## src/dmic_consts.vh

```
/*
  Constants for the direct-mapped instruction cache: register offsets,
  control and region field positions, reset values, external size codes.
  Assumes inclusion by bare name from the design files.
*/
`ifndef DMIC_CONSTS_VH
`define DMIC_CONSTS_VH

// ****************************************************************
// register offsets (byte addresses)
// ****************************************************************
`define DMIC_ADR_W        8
`define DMIC_OFS_CTL      8'h00
`define DMIC_OFS_RG0      8'h04
`define DMIC_OFS_RG1      8'h08
`define DMIC_OFS_STAT     8'h0C

// ****************************************************************
// control register fields
// ****************************************************************
`define DMIC_CTL_EN       31
`define DMIC_CTL_NOLINV   28
`define DMIC_CTL_FRZ      27
`define DMIC_CTL_INV      24
`define DMIC_CTL_BURST    10
`define DMIC_CTL_NC       9
`define DMIC_CTL_BUFW     8
`define DMIC_CTL_WP       5
`define DMIC_CTL_FS_HI    1
`define DMIC_CTL_FS_LO    0
`define DMIC_CTL_WMASK    32'h9800_0723
`define DMIC_CTL_RST      32'h0000_0000

// ****************************************************************
// region register fields
// ****************************************************************
`define DMIC_RG_BASE_HI   31
`define DMIC_RG_BASE_LO   24
`define DMIC_RG_MASK_HI   23
`define DMIC_RG_MASK_LO   16
`define DMIC_RG_EN        15
`define DMIC_RG_WMASK     32'hFFFF_8320
`define DMIC_RG_RST       32'h0000_0000

// ****************************************************************
// address fields
// ****************************************************************
`define DMIC_TAG_HI       31
`define DMIC_TAG_LO       9
`define DMIC_IDX_HI       8
`define DMIC_IDX_LO       4
`define DMIC_WIDX_LO      2
`define DMIC_OFF_HI       3
`define DMIC_OFF_LO       2
`define DMIC_HALF_BIT     1

// ****************************************************************
// external size codes and fill-size encodings
// ****************************************************************
`define DMIC_SZ_LONG      2'h0
`define DMIC_SZ_WORD      2'h2
`define DMIC_SZ_LINE      2'h3
`define DMIC_FS_LINE_X3   2'h0
`define DMIC_FS_LINE_LO   2'h1
`define DMIC_OFF_LAST     2'h3
`define DMIC_BEATS_LINE   3'h4
`define DMIC_BEATS_ONE    3'h1

`endif

```

## src/dmic_region_match.v

```verilog
/*
  Effective attribute selection for one reference: region register 0,
  then region register 1, else the control register defaults.
  Assumes all inputs are steady, same-clock register outputs.
*/
`timescale 1ns/10ps
`include "dmic_consts.vh"

module dmic_region_match (
  input  wire [31:0] ref_addr,
  input  wire [31:0] ctl_val,
  input  wire [31:0] rg0_val,
  input  wire [31:0] rg1_val,
  output reg         eff_nc,
  output reg         eff_bufw,
  output reg         eff_wp
);

  // ****************************************************************
  // masked base compare
  // ****************************************************************
  wire [7:0] ref_hi = ref_addr[`DMIC_RG_BASE_HI:`DMIC_RG_BASE_LO];
  wire       hit0   = rg0_val[`DMIC_RG_EN] &&
                      (((ref_hi ^ rg0_val[`DMIC_RG_BASE_HI:`DMIC_RG_BASE_LO]) &
                        ~rg0_val[`DMIC_RG_MASK_HI:`DMIC_RG_MASK_LO]) == 8'h00);
  wire       hit1   = rg1_val[`DMIC_RG_EN] &&
                      (((ref_hi ^ rg1_val[`DMIC_RG_BASE_HI:`DMIC_RG_BASE_LO]) &
                        ~rg1_val[`DMIC_RG_MASK_HI:`DMIC_RG_MASK_LO]) == 8'h00);
  reg [31:0] src;

  // ****************************************************************
  // priority select
  // ****************************************************************
  always @* begin
    if (hit0) begin
      src = rg0_val;
    end else if (hit1) begin
      src = rg1_val;
    end else begin
      src = ctl_val;
    end
    eff_nc   = src[`DMIC_CTL_NC];
    eff_bufw = src[`DMIC_CTL_BUFW];
    eff_wp   = src[`DMIC_CTL_WP];
  end

endmodule // dmic_region_match

```

## src/dmic_cache.v

```verilog
/*
  Direct-mapped 512-byte instruction cache: tag and data arrays, line
  fill buffer, nonblocking miss engine, invalidation, Wishbone registers.
  Assumes the fetch master holds its request until fetch_ack, the
  external controller answers each beat with one ext_ack pulse, and all
  ports are on mclk.
*/
`timescale 1ns/10ps
`include "dmic_consts.vh"

module dmic_cache #(
  parameter LINES = 32,
  parameter WORDS = 4
) (
  input  wire        mclk,
  input  wire        srst,
  input  wire        wb_cyc_i,
  input  wire        wb_stb_i,
  input  wire        wb_we_i,
  input  wire [7:0]  wb_adr_i,
  input  wire [3:0]  wb_sel_i,
  input  wire [31:0] wb_dat_i,
  output reg  [31:0] wb_dat_o,
  output reg         wb_ack_o,
  input  wire        fetch_req,
  input  wire [31:0] fetch_addr,
  input  wire        fetch_sram,
  output reg         fetch_ack,
  output reg  [31:0] fetch_data,
  output reg         fetch_bufw,
  output reg         fetch_wprot,
  input  wire        core_linv_req,
  input  wire [31:0] core_linv_addr,
  input  wire        dbg_linv_req,
  input  wire [31:0] dbg_linv_addr,
  input  wire        dbg_full_inv_req,
  output wire        ext_req,
  output wire [31:0] ext_addr,
  output wire [1:0]  ext_size,
  input  wire        ext_ack,
  input  wire [31:0] ext_rdata
);

  localparam IW = 5;
  localparam TW = 23;
  localparam FTW = 28;

  // ****************************************************************
  // storage
  // ****************************************************************
  reg [31:0]     cache_control_reg;
  reg [31:0]     region_attr_reg_zero;
  reg [31:0]     region_attr_reg_one;
  reg [TW-1:0]   tag_addr_reg [0:LINES-1];
  reg [LINES-1:0] tag_vld_reg;
  reg [31:0]     data_reg [0:LINES*WORDS-1];
  reg [FTW-1:0]  fb_tag_reg;
  reg [WORDS-1:0] fb_wv_reg;
  reg [31:0]     fb_data_reg [0:WORDS-1];
  reg            fb_live_reg;
  reg            fb_cach_reg;
  reg            fb_mru_reg;
  reg            inv_busy_reg;
  reg [IW-1:0]   inv_idx_reg;
  reg            fill_busy_reg;
  reg [31:0]     fill_addr_reg;
  reg [2:0]      fill_left_reg;
  reg [1:0]      fill_size_reg;
  reg            fill_to_fb_reg;
  reg            pend_reg;
  integer        k;

  // ****************************************************************
  // attributes
  // ****************************************************************
  wire eff_nc;
  wire eff_bufw;
  wire eff_wp;

  dmic_region_match u_match (
    .ref_addr (fetch_addr),
    .ctl_val  (cache_control_reg),
    .rg0_val  (region_attr_reg_zero),
    .rg1_val  (region_attr_reg_one),
    .eff_nc   (eff_nc),
    .eff_bufw (eff_bufw),
    .eff_wp   (eff_wp)
  );

  // ****************************************************************
  // lookup
  // ****************************************************************
  wire [IW-1:0] f_idx  = fetch_addr[`DMIC_IDX_HI:`DMIC_IDX_LO];
  wire [6:0]    f_widx = fetch_addr[`DMIC_IDX_HI:`DMIC_WIDX_LO];
  wire [1:0]    f_off  = fetch_addr[`DMIC_OFF_HI:`DMIC_OFF_LO];
  wire [1:0]    fs     = cache_control_reg[`DMIC_CTL_FS_HI:`DMIC_CTL_FS_LO];
  wire          en     = cache_control_reg[`DMIC_CTL_EN];
  wire          burst  = cache_control_reg[`DMIC_CTL_BURST];
  wire          arr_hit = tag_vld_reg[f_idx] &&
                          (tag_addr_reg[f_idx] == fetch_addr[`DMIC_TAG_HI:`DMIC_TAG_LO]);
  wire          fb_hit = fb_live_reg && (fb_tag_reg == fetch_addr[31:`DMIC_OFF_HI+1]) &&
                         fb_wv_reg[f_off];
  wire          take   = fetch_req && !fetch_ack && !inv_busy_reg && !pend_reg
                         && !fetch_sram;
  wire          serve_fb  = take && en && fb_hit;
  wire          serve_arr = take && en && !eff_nc && !fb_hit && arr_hit;
  wire          start_miss = take && !serve_fb && !serve_arr && !fill_busy_reg;
  wire          use_fb = en && (!eff_nc || burst);
  reg           is_line;

  always @* begin
    if (fs == `DMIC_FS_LINE_X3) begin
      is_line = (f_off != `DMIC_OFF_LAST);
    end else if (fs == `DMIC_FS_LINE_LO) begin
      is_line = !f_off[1];
    end else begin
      is_line = 1'b1;
    end
  end

  wire          miss_line = use_fb && is_line;
  wire [IW-1:0] fb_idx    = fb_tag_reg[IW-1:0];
  wire          copy_fb   = start_miss && en && fb_live_reg && fb_cach_reg &&
                            (&fb_wv_reg) && fb_mru_reg &&
                            (!cache_control_reg[`DMIC_CTL_FRZ] ||
                             !tag_vld_reg[fb_idx]);
  wire [1:0]    miss_size = !en ? (fetch_addr[`DMIC_HALF_BIT] ? `DMIC_SZ_WORD :
                                   `DMIC_SZ_LONG) :
                            (miss_line ? `DMIC_SZ_LINE : `DMIC_SZ_LONG);

  // ****************************************************************
  // external request
  // ****************************************************************
  assign ext_req  = fill_busy_reg;
  assign ext_addr = fill_addr_reg;
  assign ext_size = fill_size_reg;

  wire beat = fill_busy_reg && ext_ack;

  // ****************************************************************
  // register bus
  // ****************************************************************
  wire        wb_go = wb_cyc_i && wb_stb_i && !wb_ack_o;
  wire        wb_wr = wb_cyc_i && wb_stb_i && wb_we_i && wb_ack_o;
  wire [31:0] bmask = {{8{wb_sel_i[3]}}, {8{wb_sel_i[2]}},
                       {8{wb_sel_i[1]}}, {8{wb_sel_i[0]}}};
  wire        inv_kick = (wb_wr && (wb_adr_i == `DMIC_OFS_CTL) && wb_sel_i[3] &&
                          wb_dat_i[`DMIC_CTL_INV]) || dbg_full_inv_req;
  wire [31:0] status = {24'h000000, inv_busy_reg, fill_busy_reg, pend_reg,
                        fb_mru_reg, fb_live_reg, fb_cach_reg, 2'h0} |
                       {28'h0000000, fb_wv_reg};

  always @(posedge mclk) begin
    if (srst) begin
      cache_control_reg    <= `DMIC_CTL_RST;
      region_attr_reg_zero <= `DMIC_RG_RST;
      region_attr_reg_one  <= `DMIC_RG_RST;
      wb_ack_o             <= 1'b0;
      wb_dat_o             <= 32'h0000_0000;
    end else begin
      wb_ack_o <= wb_go;
      if (wb_wr) begin
        if (wb_adr_i == `DMIC_OFS_CTL) begin
          cache_control_reg <= (cache_control_reg & ~(bmask & `DMIC_CTL_WMASK)) |
                               (wb_dat_i & bmask & `DMIC_CTL_WMASK);
        end else if (wb_adr_i == `DMIC_OFS_RG0) begin
          region_attr_reg_zero <= (region_attr_reg_zero & ~(bmask & `DMIC_RG_WMASK)) |
                                  (wb_dat_i & bmask & `DMIC_RG_WMASK);
        end else if (wb_adr_i == `DMIC_OFS_RG1) begin
          region_attr_reg_one <= (region_attr_reg_one & ~(bmask & `DMIC_RG_WMASK)) |
                                 (wb_dat_i & bmask & `DMIC_RG_WMASK);
        end
      end
      if (wb_go && !wb_we_i) begin
        if (wb_adr_i == `DMIC_OFS_CTL) begin
          wb_dat_o <= cache_control_reg;
        end else if (wb_adr_i == `DMIC_OFS_RG0) begin
          wb_dat_o <= region_attr_reg_zero;
        end else if (wb_adr_i == `DMIC_OFS_RG1) begin
          wb_dat_o <= region_attr_reg_one;
        end else if (wb_adr_i == `DMIC_OFS_STAT) begin
          wb_dat_o <= status;
        end else begin
          wb_dat_o <= 32'h0000_0000;
        end
      end
    end
  end

  // ****************************************************************
  // invalidation sequencer
  // ****************************************************************
  always @(posedge mclk) begin
    if (srst) begin
      inv_busy_reg <= 1'b0;
      inv_idx_reg  <= {IW{1'b0}};
    end else if (inv_busy_reg) begin
      inv_idx_reg <= inv_idx_reg + 1'b1;
      if (inv_idx_reg == LINES[IW-1:0] - 1'b1) begin
        inv_busy_reg <= 1'b0;
      end
    end else if (inv_kick) begin
      inv_busy_reg <= 1'b1;
      inv_idx_reg  <= {IW{1'b0}};
    end
  end

  // ****************************************************************
  // tag valid bits, no reset: contents survive reset
  // ****************************************************************
  always @(posedge mclk) begin
    if (copy_fb) begin
      tag_vld_reg[fb_idx] <= 1'b1;
    end
    if (!cache_control_reg[`DMIC_CTL_NOLINV]) begin
      if (core_linv_req) begin
        tag_vld_reg[core_linv_addr[`DMIC_IDX_HI:`DMIC_IDX_LO]] <= 1'b0;
      end
      if (dbg_linv_req) begin
        tag_vld_reg[dbg_linv_addr[`DMIC_IDX_HI:`DMIC_IDX_LO]] <= 1'b0;
      end
    end
    if (inv_busy_reg) begin
      tag_vld_reg[inv_idx_reg] <= 1'b0;
    end
  end

  // ****************************************************************
  // array load from fill buffer
  // ****************************************************************
  always @(posedge mclk) begin
    if (copy_fb) begin
      tag_addr_reg[fb_idx] <= fb_tag_reg[FTW-1:IW];
      for (k = 0; k < WORDS; k = k + 1) begin
        data_reg[{fb_idx, k[1:0]}] <= fb_data_reg[k];
      end
    end
  end

  // ****************************************************************
  // miss engine
  // ****************************************************************
  always @(posedge mclk) begin
    if (srst) begin
      fill_busy_reg  <= 1'b0;
      fill_addr_reg  <= 32'h0000_0000;
      fill_left_reg  <= 3'h0;
      fill_size_reg  <= `DMIC_SZ_LONG;
      fill_to_fb_reg <= 1'b0;
      pend_reg       <= 1'b0;
    end else if (start_miss) begin
      fill_busy_reg  <= 1'b1;
      pend_reg       <= 1'b1;
      fill_addr_reg  <= {fetch_addr[31:`DMIC_WIDX_LO],
                         (miss_size == `DMIC_SZ_WORD) & fetch_addr[`DMIC_HALF_BIT],
                         1'b0};
      fill_left_reg  <= miss_line ? `DMIC_BEATS_LINE : `DMIC_BEATS_ONE;
      fill_size_reg  <= miss_size;
      fill_to_fb_reg <= miss_line;
    end else if (beat) begin
      pend_reg      <= 1'b0;
      fill_left_reg <= fill_left_reg - 1'b1;
      fill_addr_reg <= {fill_addr_reg[31:`DMIC_OFF_HI+1],
                        fill_addr_reg[`DMIC_OFF_HI:`DMIC_OFF_LO] + 2'h1, 2'h0};
      if (fill_left_reg == `DMIC_BEATS_ONE) begin
        fill_busy_reg <= 1'b0;
      end
    end
  end

  // ****************************************************************
  // fill buffer
  // ****************************************************************
  always @(posedge mclk) begin
    if (srst) begin
      fb_tag_reg  <= {FTW{1'b0}};
      fb_wv_reg   <= {WORDS{1'b0}};
      fb_live_reg <= 1'b0;
      fb_cach_reg <= 1'b0;
      fb_mru_reg  <= 1'b0;
    end else begin
      if (start_miss && miss_line) begin
        fb_tag_reg  <= fetch_addr[31:`DMIC_OFF_HI+1];
        fb_wv_reg   <= {WORDS{1'b0}};
        fb_live_reg <= 1'b1;
        fb_cach_reg <= !eff_nc;
        fb_mru_reg  <= 1'b1;
      end else begin
        if (copy_fb) begin
          fb_mru_reg <= 1'b0;
        end else if (serve_arr && (f_idx == fb_idx)) begin
          fb_mru_reg <= 1'b0;
        end
        if (beat && fill_to_fb_reg) begin
          fb_wv_reg[fill_addr_reg[`DMIC_OFF_HI:`DMIC_OFF_LO]] <= 1'b1;
        end
      end
    end
  end

  always @(posedge mclk) begin
    if (beat && fill_to_fb_reg) begin
      fb_data_reg[fill_addr_reg[`DMIC_OFF_HI:`DMIC_OFF_LO]] <= ext_rdata;
    end
  end

  // ****************************************************************
  // fetch answer
  // ****************************************************************
  always @(posedge mclk) begin
    if (srst) begin
      fetch_ack   <= 1'b0;
      fetch_data  <= 32'h0000_0000;
      fetch_bufw  <= 1'b0;
      fetch_wprot <= 1'b0;
    end else begin
      fetch_ack <= serve_fb || serve_arr || (beat && pend_reg);
      if (serve_fb) begin
        fetch_data <= fb_data_reg[f_off];
      end else if (serve_arr) begin
        fetch_data <= data_reg[f_widx];
      end else if (beat && pend_reg) begin
        fetch_data <= ext_rdata;
      end
      if (take) begin
        fetch_bufw  <= eff_bufw;
        fetch_wprot <= eff_wp;
      end
    end
  end

endmodule // dmic_cache

```

## config.mk

```make
export PLATFORM = sky130hd
export DESIGN_NAME = dmic_cache
export DESIGN_NICKNAME = d
export VERILOG_FILES = /design/src/dmic_region_match.v /design/src/dmic_cache.v
export VERILOG_INCLUDE_DIRS = /design/src
export SDC_FILE = /design/constraint.sdc
export NUM_CORES = 2
export LEC_CHECK = 0
export CAP_MARGIN = 15
export CORE_AREA = 2 2 611 613
export CTS_BUF_LIST = sky130_fd_sc_hd__clkbuf_4 sky130_fd_sc_hd__clkbuf_8
export DETAILED_ROUTE_END_ITERATION = 12
export DIE_AREA = 0 0 613 615
export DONT_BUFFER_PORTS = 1
export GPL_ROUTABILITY_DRIVEN = 0
export HOLD_SLACK_MARGIN = 0.12
export PLACE_DENSITY = 0.84
export SYNTH_ARGS = -nofsm -noshare
export SYNTH_HDL_FRONTEND = slang
export SYNTH_MEMORY_MAX_BITS = 65536
export SYNTH_SLANG_ARGS = --single-unit
```

## constraint.sdc

```tcl
create_clock -name mclk -period 14.1 [get_ports mclk]
set_input_delay 1.41 -clock mclk [delete_from_list [all_inputs] [get_ports mclk]]
set_output_delay 1.41 -clock mclk [all_outputs]
set_load 0.03 [all_outputs]
```

==> results.yml <==
cts:
  path_clk_slew_ns: 0.06
  cts-root-buf: "clkbuf_8"
  post_cts_buffers: 0
  htree_levels: 6
  cts_hold_buf: 0
  clock-sinks: 5185
  cts_made_buffers: 740
  post_cts_resized: 0
  clk_latency_ns: 1.27
  clockBufferDepth: 4
  cts_tree: "built"
power:
  total_power_mw: 29.5
  p_sw_frac: 0.213
  power.internal_mw: 23.2
  cellPowerDensity_mw_per_mm2: 133
  seqPwrFrac: 0.563
  p_leak_nw: 71.2
  peakVddDrop_mv: 0.106
  p_comb_frac: 0.031
  clockPowerShare: 0.405
  p_sw_mw: 6.30
yosys:
  yosys.cell_count.top_type: "edfxtp_1"
  syn_inst: 8775
  synth_edf_count: 4960
  synth-seq-area-share: 0.769
  synth.top_cell.area_share: 0.747
  synth_ff_type: "edfxtp_1"
  synthArstFlopShare: 0
  ys_ff_latch: 5185
  yosys.cell_types.count: 74
  synth-warning-count: 0
  synth.area.top_cells: "edfxtp_1, mux4_2, dfxtp_1, mux2i_1, clkbuf_1"
  yosysTopAreaCell: "edfxtp_1"
  yosys-top-cells-count: "edfxtp_1, mux4_2, clkbuf_1, mux2i_1, dfxtp_1"
  syn-mean-instance-area_um2: 22.7
  syn_area_mm2: 0.199
final_layout:
  area_delta_synth_final_pct: 11.3
  stdcell_count: 14800
  largest_register_ffs: 4096
  utilization: 0.599
  nets: 9421
  final_area_mm2: 0.222
  drive_above_1_share: 0.296
setup_path:
  crit_start: "fetch_addr[4]"
  cp_max_fo: 362
  reg2reg_from: "fb_tag_reg[18]"
  required_ns: 14.91
  startpoint_type: "input port"
  end_kind: "flop"
  criticalPathCategory: "in -> reg"
  crit_arrival_ns: 8.94
placement:
  post_dp_cell_area_mm2: 0.205
  place_hpwl_mm: 249
  port_buffers: 0
  place_inst: 13400
floorplanning:
  ios: 286
  rows: 224
  die_h_um: 615
  die_area_mm2: 0.377
  initial_core_util: 0.538
  fp.dieW_um: 613
  core_area_mm2: 0.371
grt:
  grt_overflow: 0
  grt_max_degree: 386
  antenna_found_initial: 13
  grt_pass1_vias: 102000
  grt_pass1_wl_mm: 714
  grt.total_usage: 0.263
detailed_routing:
  wire_per_inst_um: 35.5
  ant_nets: 0
  drtIter0Drc: 17100
  first_pass_iters: 10
  routed_via_density: 6.79
  drc: 0
  vias: 101000
  drt_wl_total_mm: 526
timing:
  slew_violations: 976
  fin_crit_sh: 0.576
  finalHoldViolCount: 0
  clock.fmax_mhz: 123
  period_needed_ns: 8.12
  finalSetupViolCount: 0
  fin_skew_ns: 0.112
  slew-limit-headroom: -0.978
  max_slew.worst_pin.slew_ns: 2.97
  rsz0062_at_grt: "false"
worst_hold_path:
  hold_path_class: "in -> reg"
  hold_start: "ext_rdata[15]"
run_status:
  violations: "max-slew violations"
  status: "complete, but fails checks"
flow_run:
  cap_viol_max_count: 0
[layout by cell type (no fill, tap or decap), types with 12 or more instances in the layout]
cell type      n
a211oi_1      36
o21a_1        37
mux2_2        20
buf_16        82
clkinv_1     180
xor2_1        39
nand2_1      154
xnor2_1       29
mux2i_1      325
inv_1         23
mux4_2      1440
nor2_1       153
clkinv_8      12
nand3_1      110
clkinvlp_4    16
a221oi_1      18
o22ai_1       17
o22a_1        32
clkbuf_8     782
buf_12        23
a21oi_1      120
clkinv_2      79
a22oi_1      178
buf_4        103
bufinv_16     16
o21ai_0       81
dfxtp_1      225
nor3_2        35
nor3_1        67
edfxtp_1    4960
clkbuf_4     246
[critical path: stages]
cell and delay, ns:
nor2b_1 0.76, buf_6 0.31, a22oi_1 0.21, a21oi_1 0.13
nor4_1 1.09, buf_4 0.26, xnor2_1 0.07, o211ai_1 0.14
nor4_4 0.13, a2111o_1 0.42, buf_4 0.29, nor3_2 0.26
buf_4 0.59, buf_4 0.88, buf_4 0.82
[worst paths after layout]
check                                      endpoint  slack, ns  cells past startpoint
worst max register to register  tag_addr_reg[18][2]       7.49                     13
worst min-delay path             fb_data_reg[3][15]       0.24                      0
worst min register to register                 flop       0.48                      2
worst max-delay path            tag_addr_reg[18][2]       5.98                     15
[per-stage QoR]
step	TNS, ns	hold WS, ns	setup slack [ns]
finish	0	0.240	5.98
global route	0	0.220	6.32
CTS	0	0.156	7.15
global placement	0	0.460	6.09
detailed placement	0	0.469	5.98
floorplan	-5417.37	0.445	-1.17
[power by group through the flow]
stage | Sequential (mW) | Combinational (mW) | Clock, mW
floorplan | 17.0 | 0.772 | 0
global placement | 17.0 | 0.842 | 0
detailed placement | 17.0 | 0.884 | 0
CTS | 16.6 | 0.890 | 11.9
global route | 16.6 | 0.953 | 12.6
finish | 16.6 | 0.922 | 12.0
[kinds of logic after synthesis]
| group | Yosys count | synth area share |
|---|---|---|
| AND/OR/NAND/NOR | 632 | 0.0150 |
| XOR/XNOR | 68 | 0.00299 |
| flip-flops | 5185 | 0.769 |
| AO/OA/AOI/OAI | 553 | 0.0187 |
| buffers and inverters | 533 | 0.0121 |
| other | 1 | 0.0000188 |
| multiplexers | 1792 | 0.181 |
| adder cells (fa/ha/maj) | 11 | 0.000690 |
[routing by layer]
layer	up-vias	track usage	part of all wire
met5	-	0	0.00019
met4	14	0.112	0.054
met3	1688	0.0679	0.14
met2	9008	0.429	0.50
met1	51600	0.336	0.31
li1	38400	-	-
[cell type report]
class                           instances  area (µm²)
Antenna cell                           11        27.5
Timing Repair Buffer                  215        3580
Tap cell                             4972        6220
Fill cell                           23200      149000
Sequential cell                      5185      153000
Clock inverter                        331        2200
Clock buffer                         1028       12600
Multi-Input combinational cell       3061       43800
Inverter                               24        90.1
Note: power is estimated with default switching activity, not from simulation.
